<file path="config.mk">
export PLATFORM = sky130hd
export DESIGN_NAME = sps_port
export DESIGN_NICKNAME = d
export VERILOG_FILES = /design/src/rtl/sps_pkg.sv /design/src/rtl/sps_port.sv
export SDC_FILE = /design/constraint.sdc
export NUM_CORES = 1
export LEC_CHECK = 0
export ABC_CLOCK_PERIOD_IN_PS = 4100
export BUFFER_PORTS_ARGS = -buffer_cell sky130_fd_sc_hd__clkbuf_2
export CORE_MARGIN = 3
export CORE_UTILIZATION = 46
export DETAILED_ROUTE_END_ITERATION = 10
export PLACE_DENSITY = 0.7
export SKIP_LAST_GASP = 1
export SYNTH_ARGS = -nofsm -noshare
export SYNTH_HDL_FRONTEND = slang
export SYNTH_SLANG_ARGS = --single-unit
export TNS_END_PERCENT = 10
</file>
<file path="constraint.sdc">
create_clock -name aclk -period 4.1 [get_ports aclk]
set_input_delay 0 -clock aclk [delete_from_list [all_inputs] [get_ports aclk]]
set_output_delay 0 -clock aclk [all_outputs]
set_load 0.02 [all_outputs]
</file>
<file path="src/rtl/sps_pkg.sv">
// Package for the framed serial port: register map, fields, resets, states.
// Assumes a 32-bit AXI4-Lite register bus, registers one per aligned word.
package sps_pkg;
	localparam logic [3:0] OFS_STAT = 4'h0;
	localparam logic [3:0] OFS_CFG1 = 4'h4;
	localparam logic [3:0] OFS_CFG2 = 4'h8;
	localparam logic [3:0] OFS_BUF = 4'hc;
	localparam logic [3:0] OFS_CTRL = 4'h0;
	// Status register fields
	localparam int STAT_EN = 15;
	localparam int STAT_SIDL = 13;
	localparam int STAT_ROV = 6;
	localparam int STAT_TBF = 1;
	localparam int STAT_RBF = 0;
	// Configuration one fields
	localparam int C1_CLOCK_PIN_DISABLE = 12;
	localparam int C1_DATA_OUT_DISABLE = 11;
	localparam int C1_WIDE = 10;
	localparam int C1_SMP = 9;
	localparam int C1_EDGE = 8;
	localparam int C1_SELECT_ENABLE = 7;
	localparam int C1_POL = 6;
	localparam int C1_MST = 5;
	localparam int C1_SPRE = 2;
	localparam int C1_PPRE = 0;
	// Configuration two fields
	localparam int C2_FRM = 15;
	localparam int C2_FSD = 14;
	localparam int C2_FPOL = 13;
	localparam int C2_FDLY = 1;
	localparam logic [15:0] CFG1_WMASK = 16'h1fff;
	localparam logic [15:0] CFG2_WMASK = 16'he002;
	localparam logic [15:0] RST_REG = 16'h0000;
	localparam int SR_W = 16;
	localparam logic [1:0] RESP_OK = 2'h0;
	localparam logic [1:0] RESP_SLVERR = 2'h2;
	typedef struct packed {
		logic sck;
		logic sdo;
		logic ss;
	} sps_pin_t;
	typedef enum logic [3:0] {
		ST_IDLE = 4'b0001,
		ST_SYNC = 4'b0010,
		ST_SHIFT = 4'b0100,
		ST_DONE = 4'b1000
	} sps_state_t;
endpackage

</file>
<file path="src/rtl/sps_port.sv">
// Framed serial port: master or slave, AXI4-Lite register slave.
// Assumes pin inputs are asynchronous; idle_mode comes from on-clock logic.
// Notes on behaviour
// Data shifts through a 16-bit register with separate transmit and receive buffers.
// Four pins; clock driven as master, received as slave.
// Enable bit 15 of status hands pins to the module, clear disables.
// Idle-stop bit 13 halts the module while device is idle; a slave shift already under way keeps running on the pin clock.
// Word arriving with receive buffer unread is discarded, overflow bit 6 set.
// Transmit-full bit 1 set on buffer write, cleared on move to shifter.
// Receive-full bit 0 set on move to receive buffer, cleared on read.
// Master clock-pin disable bit 12 stops driving the clock pin.
// Data-out disable bit 11 releases the serial output pin.
// Width bit 10 selects 16-bit transfers when set, 8-bit when clear.
// Master samples input at end of bit when bit 9 set, else middle.
// Software keeps sample-phase bit clear in slave mode.
// Edge bit 8 set: data changes active-to-idle; clear: idle-to-active.
// Edge bit is ignored in framed mode; software programs it zero.
// Slave uses select pin when bit 7 set; cleared in framed mode.
// Polarity bit 6 set gives high idle clock, clear low idle.
// Role bit 5 set selects master, clear selects slave.
// Software never sets both prescalers to one-to-one.
// Framed bit 15 of config two turns select pin into frame sync.
// Sync direction bit 14 set takes sync as input, clear drives it.
// Sync polarity bit 13 set gives active-high sync, clear active-low.
// Sync edge bit 1 set aligns sync with first bit, else one before.
// Master clock divides system clock by primary then secondary prescale.
// Most significant bit first, one bit out and one in per clock.
//
// The implementer's own choices: the AXI4-Lite interface to the registers and the register addresses.
`timescale 1ns/100ps
`default_nettype none
module sps_port
	import sps_pkg::*;
(
	input wire logic aclk,
	input wire logic aresetn,
	input wire logic [3:0] s_axi_awaddr,
	input wire logic s_axi_awvalid,
	output logic s_axi_awready,
	input wire logic [31:0] s_axi_wdata,
	input wire logic [3:0] s_axi_wstrb,
	input wire logic s_axi_wvalid,
	output logic s_axi_wready,
	output logic [1:0] s_axi_bresp,
	output logic s_axi_bvalid,
	input wire logic s_axi_bready,
	input wire logic [3:0] s_axi_araddr,
	input wire logic s_axi_arvalid,
	output logic s_axi_arready,
	output logic [31:0] s_axi_rdata,
	output logic [1:0] s_axi_rresp,
	output logic s_axi_rvalid,
	input wire logic s_axi_rready,
	input wire logic idle_mode,
	input wire logic serial_in_pin,
	input wire logic shift_clock_pin_i,
	output logic shift_clock_pin_o,
	output logic shift_clock_pin_oe,
	output logic serial_out_pin_o,
	output logic serial_out_pin_oe,
	input wire logic select_pin_n_i,
	output logic select_pin_n_o,
	output logic select_pin_n_oe
);
	// Registers and bus state
	logic [15:0] stat_ff, cfg1_ff, cfg2_ff, txb_ff, rxb_ff, sr_ff;
	logic [15:0] nxt_stat, nxt_cfg1, nxt_cfg2, nxt_txb, nxt_rxb, nxt_sr;
	logic aw_ff, w_ff, bv_ff, rv_ff, nxt_aw, nxt_w, nxt_bv, nxt_rv;
	logic [3:0] awa_ff, nxt_awa;
	logic [15:0] wd_ff, nxt_wd;
	logic [31:0] rd_ff, nxt_rd;
	logic [1:0] br_ff, rr_ff, nxt_br, nxt_rr;
	// Link state
	sps_state_t st_ff, nxt_st;
	logic [4:0] cnt_ff, nxt_cnt;
	logic [8:0] div_ff, nxt_div;
	logic half_ff, nxt_half;
	logic sck_ff, nxt_sck, sdo_ff, nxt_sdo, fs_ff, nxt_fs;
	logic [2:0] sck_s, sdi_s, ss_s;
	sps_pin_t pin;
	logic en, run, mst, frm, wide, lead_ed, trail_ed, s_lead, s_trail;
	logic [4:0] nbits;
	logic [8:0] div_top;
	logic tick, wr_go, rd_buf, load, done, ss_act, smp_trail;

	assign en = stat_ff[STAT_EN];
	// idle stop
	assign run = en && !(stat_ff[STAT_SIDL] && idle_mode);
	// role select
	assign mst = cfg1_ff[C1_MST];
	assign frm = cfg2_ff[C2_FRM];
	// transfer width
	assign wide = cfg1_ff[C1_WIDE];
	assign nbits = wide ? 5'd16 : 5'd8;
	// two-stage prescale, primary x secondary
	// Nine bits: the slowest setting needs a count of 511
	assign div_top = 9'((5'd1 << (2 * (3 - cfg1_ff[1:0]))) *
		(4'd8 - {1'b0, cfg1_ff[4:2]}) - 1);

	// Pin synchronisers; stage 0 feeds only stage 1
	always_ff @(posedge aclk)
	begin
		if (!aresetn)
		begin
			sck_s <= 3'h0;
			sdi_s <= 3'h0;
			ss_s <= 3'h7;
		end
		else
		begin
			sck_s <= {sck_s[1:0], shift_clock_pin_i};
			sdi_s <= {sdi_s[1:0], serial_in_pin};
			ss_s <= {ss_s[1:0], select_pin_n_i};
		end
	end
	// slave edges relative to idle level
	assign s_lead = (sck_s[1] ^ cfg1_ff[C1_POL]) &&
		!(sck_s[2] ^ cfg1_ff[C1_POL]);
	assign s_trail = !(sck_s[1] ^ cfg1_ff[C1_POL]) &&
		(sck_s[2] ^ cfg1_ff[C1_POL]);
	// select pin gates slave; R21: sync polarity
	assign ss_act = frm ? (ss_s[1] == cfg2_ff[C2_FPOL])
		: (!cfg1_ff[C1_SELECT_ENABLE] || !ss_s[1]);
	assign tick = run && mst && div_ff == div_top;
	// master makes the clock, slave takes it from the pin
	// Master: leading edge is first half, trailing edge second
	assign lead_ed = mst ? (tick && !half_ff) : (s_lead && ss_act);
	assign trail_ed = mst ? (tick && half_ff) : (s_trail && ss_act);
	// middle sample sits opposite the data change edge
	// End-of-bit sample uses the trailing edge in every clock mode
	assign smp_trail = (mst && cfg1_ff[C1_SMP]) ||
		!(cfg1_ff[C1_EDGE] || frm);

	assign wr_go = aw_ff && w_ff && !bv_ff;
	assign rd_buf = s_axi_arvalid && s_axi_arready && s_axi_araddr == OFS_BUF;
	// transmit buffer into shifter
	assign load = run && st_ff == ST_IDLE && stat_ff[STAT_TBF] &&
		(mst || !frm || !cfg2_ff[C2_FSD] || ss_act);
	assign done = st_ff == ST_DONE;

	always_comb
	begin
		nxt_st = st_ff;
		nxt_cnt = cnt_ff;
		nxt_sr = sr_ff;
		nxt_div = tick ? 9'h000 : (run && mst ? div_ff + 9'h001 : 9'h000);
		nxt_half = half_ff;
		nxt_sck = sck_ff;
		nxt_sdo = sdo_ff;
		nxt_fs = 1'b0;
		if (!run)
		begin
			nxt_half = 1'b0;
			nxt_sck = 1'b0;
		end
		else if (tick)
			nxt_half = !half_ff;
		case (st_ff)
			ST_IDLE:
			begin
				nxt_half = 1'b0;
				nxt_sck = 1'b0;
				if (load || (!mst && run && !frm))
				begin
					// shifter loaded, slave arms with stale data
					// MSB first
					nxt_sr = load ? txb_ff : sr_ff;
					nxt_sdo = wide ? nxt_sr[15] : nxt_sr[7];
					nxt_cnt = 5'd0;
					// framed mode begins with sync
					// sync one clock early unless aligned
					nxt_st = (frm && !cfg2_ff[C2_FDLY]) ? ST_SYNC : ST_SHIFT;
					nxt_fs = frm && cfg2_ff[C2_FDLY];
					if (!load && !ss_act)
						nxt_st = ST_IDLE;
				end
			end
			ST_SYNC:
			begin
				nxt_fs = 1'b1;
				if (trail_ed)
				begin
					nxt_fs = 1'b0;
					nxt_st = ST_SHIFT;
				end
			end
			ST_SHIFT:
			begin
				if (lead_ed)
				begin
					nxt_sck = 1'b1;
					// sample on the leading edge
					if (!smp_trail)
						nxt_sr = {sr_ff[14:0], sdi_s[1]};
					// change on idle-to-active, unless framed
					if (cfg1_ff[C1_EDGE] == 1'b0 && cnt_ff != 5'd0 && !frm)
						nxt_sdo = wide ? sr_ff[15] : sr_ff[7];
				end
				if (trail_ed)
				begin
					nxt_sck = 1'b0;
					// sample on the trailing edge
					if (smp_trail)
						nxt_sr = {sr_ff[14:0], sdi_s[1]};
					// next bit out
					// framed mode ignores the edge bit
					if (cfg1_ff[C1_EDGE] || frm)
						nxt_sdo = wide ? nxt_sr[15] : nxt_sr[7];
					nxt_cnt = cnt_ff + 5'd1;
					if (cnt_ff + 5'd1 == nbits)
						nxt_st = ST_DONE;
				end
				if (st_ff == ST_SHIFT && cnt_ff == 5'd0 && !lead_ed)
					nxt_fs = frm && cfg2_ff[C2_FDLY] && half_ff == 1'b0;
			end
			ST_DONE:
				nxt_st = ST_IDLE;
			default:
				nxt_st = ST_IDLE;
		endcase
		if (!en)
			nxt_st = ST_IDLE;
	end

	always_ff @(posedge aclk)
	begin
		if (!aresetn)
		begin
			st_ff <= ST_IDLE;
			cnt_ff <= 5'd0;
			sr_ff <= RST_REG;
			div_ff <= 9'h000;
			half_ff <= 1'b0;
			sck_ff <= 1'b0;
			sdo_ff <= 1'b0;
			fs_ff <= 1'b0;
		end
		else
		begin
			st_ff <= nxt_st;
			cnt_ff <= nxt_cnt;
			sr_ff <= nxt_sr;
			div_ff <= nxt_div;
			half_ff <= nxt_half;
			sck_ff <= nxt_sck;
			sdo_ff <= nxt_sdo;
			fs_ff <= nxt_fs;
		end
	end

	// Pin drive
	assign pin.sck = sck_ff ^ cfg1_ff[C1_POL];
	assign pin.sdo = sdo_ff;
	assign pin.ss = fs_ff ~^ cfg2_ff[C2_FPOL];
	assign shift_clock_pin_o = pin.sck;
	// pins belong to module only when enabled; R8: clock disable
	assign shift_clock_pin_oe = en && mst && !cfg1_ff[C1_CLOCK_PIN_DISABLE];
	assign serial_out_pin_o = pin.sdo;
	// data out release
	assign serial_out_pin_oe = en && !cfg1_ff[C1_DATA_OUT_DISABLE];
	assign select_pin_n_o = pin.ss;
	// sync driven only as sync master
	assign select_pin_n_oe = en && frm && !cfg2_ff[C2_FSD];

	// AXI4-Lite write and read
	assign s_axi_awready = !aw_ff && !bv_ff;
	assign s_axi_wready = !w_ff && !bv_ff;
	assign s_axi_bvalid = bv_ff;
	assign s_axi_bresp = br_ff;
	assign s_axi_arready = !rv_ff;
	assign s_axi_rvalid = rv_ff;
	assign s_axi_rdata = rd_ff;
	assign s_axi_rresp = rr_ff;

	always_comb
	begin
		nxt_aw = aw_ff;
		nxt_w = w_ff;
		nxt_awa = awa_ff;
		nxt_wd = wd_ff;
		nxt_bv = bv_ff && !s_axi_bready;
		nxt_br = br_ff;
		nxt_rv = rv_ff && !s_axi_rready;
		nxt_rd = rd_ff;
		nxt_rr = rr_ff;
		nxt_stat = stat_ff;
		nxt_cfg1 = cfg1_ff;
		nxt_cfg2 = cfg2_ff;
		nxt_txb = txb_ff;
		nxt_rxb = rxb_ff;
		if (s_axi_awvalid && s_axi_awready)
		begin
			nxt_aw = 1'b1;
			nxt_awa = s_axi_awaddr;
		end
		if (s_axi_wvalid && s_axi_wready)
		begin
			nxt_w = 1'b1;
			nxt_wd = s_axi_wstrb[1:0] == 2'b11 ? s_axi_wdata[15:0] : 16'h0;
		end
		// shifter load empties transmit buffer
		if (load)
			nxt_stat[STAT_TBF] = 1'b0;
		if (wr_go)
		begin
			nxt_aw = 1'b0;
			nxt_w = 1'b0;
			nxt_bv = 1'b1;
			nxt_br = RESP_OK;
			if (awa_ff == OFS_STAT)
			begin
				nxt_stat[STAT_EN] = wd_ff[STAT_EN];
				nxt_stat[STAT_SIDL] = wd_ff[STAT_SIDL];
				// software may only clear overflow
				if (!wd_ff[STAT_ROV])
					nxt_stat[STAT_ROV] = 1'b0;
			end
			else if (awa_ff == OFS_CFG1)
				nxt_cfg1 = wd_ff & CFG1_WMASK;
			else if (awa_ff == OFS_CFG2)
				nxt_cfg2 = wd_ff & CFG2_WMASK;
			else if (awa_ff == OFS_BUF)
			begin
				// buffer write fills transmit buffer
				nxt_txb = wd_ff;
				nxt_stat[STAT_TBF] = 1'b1;
			end
			else
				nxt_br = RESP_SLVERR;
		end
		if (s_axi_arvalid && s_axi_arready)
		begin
			nxt_rv = 1'b1;
			nxt_rr = RESP_OK;
			if (s_axi_araddr == OFS_STAT)
				nxt_rd = {16'h0, stat_ff};
			else if (s_axi_araddr == OFS_CFG1)
				nxt_rd = {16'h0, cfg1_ff};
			else if (s_axi_araddr == OFS_CFG2)
				nxt_rd = {16'h0, cfg2_ff};
			else if (s_axi_araddr == OFS_BUF)
				nxt_rd = {16'h0, rxb_ff};
			else
			begin
				nxt_rd = 32'h0;
				nxt_rr = RESP_SLVERR;
			end
		end
		// buffer read empties receive buffer
		if (rd_buf)
			nxt_stat[STAT_RBF] = 1'b0;
		if (done)
		begin
			// overflow discards; set wins over clear
			if (stat_ff[STAT_RBF] && !rd_buf)
				nxt_stat[STAT_ROV] = 1'b1;
			else
			begin
				// receive buffer filled
				nxt_rxb = wide ? sr_ff : {8'h0, sr_ff[7:0]};
				nxt_stat[STAT_RBF] = 1'b1;
			end
		end
	end

	always_ff @(posedge aclk)
	begin
		if (!aresetn)
		begin
			aw_ff <= 1'b0;
			w_ff <= 1'b0;
			awa_ff <= 4'h0;
			wd_ff <= RST_REG;
			bv_ff <= 1'b0;
			br_ff <= RESP_OK;
			rv_ff <= 1'b0;
			rd_ff <= 32'h0;
			rr_ff <= RESP_OK;
			stat_ff <= RST_REG;
			cfg1_ff <= RST_REG;
			cfg2_ff <= RST_REG;
			txb_ff <= RST_REG;
			rxb_ff <= RST_REG;
		end
		else
		begin
			aw_ff <= nxt_aw;
			w_ff <= nxt_w;
			awa_ff <= nxt_awa;
			wd_ff <= nxt_wd;
			bv_ff <= nxt_bv;
			br_ff <= nxt_br;
			rv_ff <= nxt_rv;
			rd_ff <= nxt_rd;
			rr_ff <= nxt_rr;
			stat_ff <= nxt_stat;
			cfg1_ff <= nxt_cfg1;
			cfg2_ff <= nxt_cfg2;
			txb_ff <= nxt_txb;
			rxb_ff <= nxt_rxb;
		end
	end

	a_buf_write_full: assert property (@(posedge aclk) disable iff (!aresetn)
		wr_go && awa_ff == OFS_BUF |=> stat_ff[STAT_TBF])
		else $error("transmit full not set");
	a_load_clears: assert property (@(posedge aclk) disable iff (!aresetn)
		load && !(wr_go && awa_ff == OFS_BUF) |=> !stat_ff[STAT_TBF])
		else $error("transmit full not cleared");
	a_rx_full_set: assert property (@(posedge aclk) disable iff (!aresetn)
		done && !stat_ff[STAT_RBF] |=> stat_ff[STAT_RBF])
		else $error("receive full not set");
	a_rx_read_clr: assert property (@(posedge aclk) disable iff (!aresetn)
		rd_buf && !done |=> !stat_ff[STAT_RBF])
		else $error("receive full not cleared");
	a_overflow_set: assert property (@(posedge aclk) disable iff (!aresetn)
		done && stat_ff[STAT_RBF] && !rd_buf
		|=> stat_ff[STAT_ROV] && $stable(rxb_ff))
		else $error("overflow not flagged");
	a_sck_disable: assert property (@(posedge aclk) disable iff (!aresetn)
		cfg1_ff[C1_CLOCK_PIN_DISABLE] || !en |-> !shift_clock_pin_oe)
		else $error("clock pin driven while disabled");
	a_sdo_release: assert property (@(posedge aclk) disable iff (!aresetn)
		cfg1_ff[C1_DATA_OUT_DISABLE] |-> !serial_out_pin_oe)
		else $error("data pin driven while released");
	a_idle_halt: assert property (@(posedge aclk) disable iff (!aresetn)
		stat_ff[STAT_SIDL] && idle_mode |-> !tick)
		else $error("clock ran in idle");
	a_word_count: assert property (@(posedge aclk) disable iff (!aresetn)
		st_ff == ST_SHIFT |-> cnt_ff < nbits)
		else $error("bit count beyond width");
	c_buf_write: cover property (@(posedge aclk) wr_go && awa_ff == OFS_BUF);
	c_done: cover property (@(posedge aclk) done);
	c_overflow: cover property (@(posedge aclk) $rose(stat_ff[STAT_ROV]));
	c_framed: cover property (@(posedge aclk) frm && st_ff == ST_SYNC);
endmodule
`default_nettype wire
</file>
==> results of run 1 <==
-- area by class of cell --
type / count / area [um2]
Inverter: 45 / 169
Sequential cell: 141 / 2830
Timing Repair Buffer: 120 / 808
Multi-Input combinational cell: 588 / 3960
Fill cell: 1292 / 6180
Clock inverter: 10 / 115
Tap cell: 184 / 230
Clock buffer: 21 / 460
-- per-stage QoR --
step | utilization | cells
6_report | 0.581 | 1109
3_5_place_dp | 0.512 | 1051
3_3_place_gp | 0.512 | 1051
5_1_grt | 0.581 | 1109
2_1_floorplan | - | 838
4_1_cts | 0.575 | 1109
-- sequential cells by signal, indices dropped and copies added (netlist names), 2 cells and up --
| signal | cells |
|---|---|
| s_axi_rdata | 16 |
| sr_ff | 16 |
| wd_ff | 16 |
| stat_ff | 5 |
| awa_ff | 4 |
| txb_ff | 16 |
| sdi_s | 2 |
| sck_s | 3 |
| rxb_ff | 16 |
| cfg2_ff | 4 |
| ss_s | 2 |
| div_ff | 9 |
| st_ff | 4 |
| cfg1_ff | 13 |
| cnt_ff | 5 |
-- report_power, final --
part / total [mW] / switching, mW / internal (mW)
Clock: 1.50 / 0.580 / 0.923
Sequential: 1.41 / 0.0167 / 1.39
Combinational: 0.192 / 0.111 / 0.0807
Total: 3.10 / 0.708 / 2.40
-- routing by layer --
| layer | up-vias | global-route usage | routed length, um |
|---|---|---|---|
| met1 | 2810 | 0.284 | 8000 |
| met5 | - | 0 | 0 |
| li1 | 2980 | - | - |
| met4 | 0 | 0.0599 | 306 |
| met2 | 166 | 0.332 | 7890 |
| met3 | 23 | 0.0548 | 969 |
-- how the worst max path moves through the flow --
stage	from	endpoint	cells after the start
CTS	cfg1_ff[2]$_SDFFE_PN0P_	serial_out_pin_o$_SDFFE_PN0P_	19
detailed placement	cfg1_ff[2]$_SDFFE_PN0P_	serial_out_pin_o$_SDFFE_PN0P_	18
finish	cfg1_ff[2]$_SDFFE_PN0P_	serial_out_pin_o$_SDFFE_PN0P_	18
floorplan	cfg1_ff[2]$_SDFFE_PN0P_	serial_out_pin_o$_SDFFE_PN0P_	16
global placement	cfg1_ff[2]$_SDFFE_PN0P_	serial_out_pin_o$_SDFFE_PN0P_	17
global route	cfg1_ff[3]$_SDFFE_PN0P_	serial_out_pin_o$_SDFFE_PN0P_	17
-- tightest hold or removal path: cells and delay by family --
kind	cells	cell delay (ns)
simple gates	2	0.35
buf+inv	1	0.10
-- synthesized netlist by cell type, types with 2 or more instances --
cell type	n	area, um2
xnor2_1	14	123
o2111ai_1	2	17.5
buf_2	2	10.0
o311ai_0	2	17.5
a31oi_1	2	12.5
fa_1	4	80.1
or2_2	5	31.3
nand3_1	37	185
nand2b_1	9	56.3
nor4_1	2	12.5
mux2i_1	14	140
a22oi_1	5	37.5
ha_1	22	275
inv_1	45	169
o31a_1	2	17.5
mux2_2	7	78.8
mux4_2	2	45.0
a32o_1	2	20.0
and2_1	16	100
nor2b_1	23	144
nor2_1	43	161
nand3b_1	5	37.5
xor2_1	14	123
and2b_1	2	15.0
nand4_1	4	25.0
nor3_1	15	75.1
a21oi_1	29	145
a221oi_1	10	87.6
nor3b_1	12	90.1
xnor2_2	2	32.5
nand2_1	127	477
nor4b_1	3	26.3
o21ai_0	15	75.1
o221ai_1	16	140
a211oi_1	5	37.5
a211o_1	2	17.5
clkbuf_1	42	158
and3_1	5	31.3
a21boi_0	63	473
a22o_1	2	17.5
a21o_1	3	22.5
buf_4	18	135
o211a_1	2	20.0
dfxtp_1	141	2820
-- cell families (layout without fill, tap and decap cells) --
kind of cell | count (synthesis) | count (layout) | share of synthesized area
flip-flops | 141 | 141 | 0.402
buffers and inverters | 109 | 196 | 0.0693
multiplexers | 23 | 23 | 0.0376
adder cells (fa/ha/maj) | 26 | 26 | 0.0506
AND/OR/NAND/NOR | 316 | 316 | 0.218
AO/OA/AOI/OAI | 175 | 175 | 0.183
XOR/XNOR | 30 | 30 | 0.0395
other | 1 | 18 | 0.000534
-- repair_timing --
| item | CTS | global route |
|---|---|---|
| cloned | 0 | 0 |
| pin swaps | 7 | 10 |
| setup endpoints to repair | 26 | 36 |
| resized for setup | 13 | 23 |
| hold endpoints to repair | 26 | 0 |
| hold buffers | 27 | 0 |
==> qor.csv, run 1 <==
metric,value,unit
status,"complete, no violations",
post_cts_buffers,0,
end_kind,flip-flop,
synth.avg_cell_area,8.56,um2
preCtsSetupSlack,-0.189,ns
yosysWarnings,0,
layout-drive-gt1-share,0.188,
cts-buffers-inserted,17,
netlist_area,7030,um2
antenna_found_initial,0,
worstPathCellList,"inv_2, ha_4, xor2_4, nor2_1, ha_1, inv_2, fa_1, inv_1, ha_1, a211oi_4, o21bai_1, a21oi_1, o2111ai_2, buf_4, or2_4, o31a_1, mux2_4, o31ai_2",
leakagePower,3.23,nW
drv_cap,0,
syn_to_final_growth,22.0,%
setup_viol,0,
whs,0.0866,ns
htreeDepth,4,
postRouteAntennaNets,0,
dr.first_iter.drc_count,470,
layout_common_cells,"137 x dfxtp_1, 127 x nand2_1, 64 x clkbuf_2",
cts_buffer_depth,2,
rsz0062_at_grt,yes,
ys_async_sr_fraction,0,
clk_pin_slew,0.06,ns
clkSinkCount,141,
synth_edf_count,0,
finClkSkew,0.00817,ns
synth_cell_types,68,
r2r_cells,18,
crit_required,4.44,ns
period_minus_slack,4.04,ns
path_class,reg -> reg,
ys_ff_latch,141,
hold_class,in -> reg,
ioPinCount,102,
num_vias,5979,
routedWlPerCell,15.5,um
final_nets,994,
p_per_area,362,nW/um2
hold_end,s_axi_rresp[1]$_SDFFE_PN0P_,
cts.root.buffer_cell,clkbuf_16,
start_util,0.476,
seq_area_frac_synth,0.402,
clk_latency,0.42,ns
fin_area,8570,um2
hold_path.startpoint,s_axi_araddr[0],
arrival,4.37,ns
power,3.10,mW
port_buffers,65,
grt_pass1_vias,5609,
layout_commonest_cell,dfxtp_1,
rows,44,
layout_setup_ws,0.0650,ns
hpwlAfterDp,12.1,mm
worst_slew_pin_slew,1.10,ns
regToRegStartpoint,cfg1_ff[2]$_SDFFE_PN0P_,
maxSlewViolCount,0,
critPathBufInv,4,
insertedDiodeCount,0,
setup-tns-final,0,ns
crit_slowest_cell,fa_1,
synth_ff_type,dfxtp_1,
grt_max_degree,88,
crit_family,adder cells,
cp-start-kind,flip-flop,
slew_headroom,0.257,
coreArea,14800,um2
slowest_delay,0.55,ns
grt_pass1_wl,28.0,mm
hold_viol_final,0,
routed_wl,17.2,mm
max_freq,248,MHz
reg2reg_to,serial_out_pin_o$_SDFFE_PN0P_,
grt_overflow_total,0,
dr.pass1.iters,5,
min_path_cells,3,
peakVddDrop,0.356,mV
fin_crit_sh,0.984,
path_max_fanout,4,
cts_tree,yes,
grt_usage,0.210,
fp.dieH,130,um
synthesis.instances,821,
globalplace.congestion,0.897,
dieArea,16800,um2
drc_errors,0,
dieWidth,130,um
rrSetupSlack,0.06,ns
placed_area,7550,um2
viasPerCell,5.39,
No activity file was read; power rests on OpenSTA's default activity.
==> run 2: changes to the inputs <==
- CTS_BUF_LIST: not set -> sky130_fd_sc_hd__clkbuf_8
- REMOVE_ABC_BUFFERS: not set -> 1
==> qor.csv, run 2 (same netlist as run 1, synthesis figures left out) <==
metric,value,unit
fin_crit_sh,0.993,
path_class,reg -> reg,
arrival,4.43,ns
slew_headroom,0.325,
use_met3,0.0453,
maxSlewViolCount,0,
postRouteAntennaNets,0,
placed_area,7540,um2
fin_area,8450,um2
fp.dieH,130,um
combPwrFrac,0.070,
dieArea,16800,um2
p_per_area,330,nW/um2
grt_max_degree,79,
antenna_found_initial,0,
dr.pass1.iters,5,
cts_buffer_depth,2,
ioPinCount,102,
met2_usage,0.314,
final_nets,996,
grt_pass1_wl,27.4,mm
clk_pin_slew,0.08,ns
grt.busiest_layer,met2,
max_freq,246,MHz
dieWidth,130,um
rows,44,
p_sw,655,uW
setup_viol,0,
dr.first_iter.drc_count,431,
layout_commonest_cell,dfxtp_1,
cp-start-kind,flip-flop,
cts-buffers-inserted,17,
nFillCells,1314,
htreeDepth,4,
grt_usage,0.206,
routed_wl,17.3,mm
setup-tns-final,0,ns
power.internal,2.13,mW
leakagePower,3.19,nW
viasPerCell,5.40,
end_kind,flip-flop,
clock_power_share,0.426,
start_util,0.476,
clk_latency,0.44,ns
period_minus_slack,4.07,ns
insertedDiodeCount,0,
peakVddDrop,0.250,mV
hold_class,in -> reg,
crit_family,compound AO/OA/AOI/OAI gates,
layout-drive-gt1-share,0.187,
hold_viol_final,0,
globalplace.congestion,0.891,
regArea,2830,um2
hpwlAfterDp,11.8,mm
cts.root.buffer_cell,clkbuf_8,
switching_share,0.235,
coreArea,14800,um2
rsz0062_at_grt,yes,
crit_slowest_cell,ha_1,
drv_cap,0,
grt_overflow_total,0,
finClkSkew,0.0178,ns
critPathBufInv,3,
path_max_fanout,6,
routedWlPerCell,15.5,um
grtUsageMet1,0.294,
layout_common_cells,"139 x dfxtp_1, 127 x nand2_1, 64 x clkbuf_2",
multi_input_area,3960,um2
drc_errors,0,
seqPwrFrac,0.504,
syn_to_final_growth,20.2,%
crit_top_cell,ha_1,
status,"complete, no violations",
port_buffers,65,
cts_tree,yes,
slowest_delay,0.35,ns
clkSinkCount,141,
num_vias,5998,
grt_pass1_vias,5353,
worst_slew_pin_slew,1.00,ns
power,2.79,mW
crit_required,4.46,ns
worstPathCellList,"buf_4, and2b_1, and2_1, ha_1, inv_1, ha_1, inv_1, ha_1, ha_1, o21ai_0, o21ai_0, a21oi_2, o2111ai_4, or2_4, o31a_1, mux2_2, o31ai_1",
## run 2: changes by cell type in the layout (fill, tap and decap cells not counted), moves of 2 or more
cell	change
o21ai_0	+2
dlygate4sd3_1	+2
clkbuf_8	+19
ha_1	+2
o21ai_1	-2
dfxtp_1	+2
ha_4	-3
clkbuf_16	-17
clkbuf_1	-2
dfxtp_2	-2
## run 2: final timing paths
check                                        startpoint                            end  slack [ns]  cells past startpoint
worst max-delay path            cfg1_ff[0]$_SDFFE_PN0P_  serial_out_pin_o$_SDFFE_PN0P_        0.03                     17
worst min-delay path                    s_axi_araddr[0]    s_axi_rresp[1]$_SDFFE_PN0P_        0.04                      3
worst max register to register  cfg1_ff[0]$_SDFFE_PN0P_  serial_out_pin_o$_SDFFE_PN0P_        0.03                     17
worst min register to register       ss_s[0]$_SDFF_PN1_             ss_s[1]$_SDFF_PN1_        0.42                      1
## run 2: area by class of cell
class                   instances  area share
flip-flops and latches        141       0.335
inverters                      45      0.0200
clock buffers                  21      0.0342
repair buffers                122      0.0996
clock inverters                 9      0.0157
multi-input cells             588       0.469
well taps                     184      0.0273
## run 2: worst min-delay path: stages
cell and delay (ns):
clkbuf_2 0.10, nor3_1 0.12, nor3b_1 0.21
## run 2: metrics by stage
stage,hold slack (ns),setup slack (ns),utilization,instances
CTS,0.00901,0.0177,0.563,1108
detailed placement,0.193,-0.187,0.511,1048
global placement,0.200,-0.103,0.511,1048
floorplan,0.0730,-0.228,-,774
global route,0.0652,-0.127,0.572,1110
finish,0.0394,0.0302,0.572,1110
## run 2: repair_timing
action | 4_1_cts | 5_1_grt
setup endpoints to repair | 28 | 38
resized for setup | 8 | 26
pin swaps | 5 | 17
buffers inserted | 1 | 2
hold buffers | 29 | 0
hold endpoints to repair | 28 | 0
## run 2: layer usage
layer / vias to the layer above / part of all wire
li1: 2984 / -
met1: 2841 / 0.48
met2: 161 / 0.45
met3: 12 / 0.056
met4: 0 / 0.0095
met5: - / 0
## run 2: power by group through the flow
stage          logic (mW)  registers [mW]  clock network, mW
6_report            0.195            1.41               1.19
5_1_grt             0.216            1.41               1.28
4_1_cts             0.195            1.41               1.21
3_5_place_dp        0.173            1.44                  0
3_3_place_gp        0.172            1.44                  0
2_1_floorplan      0.0917            1.44                  0
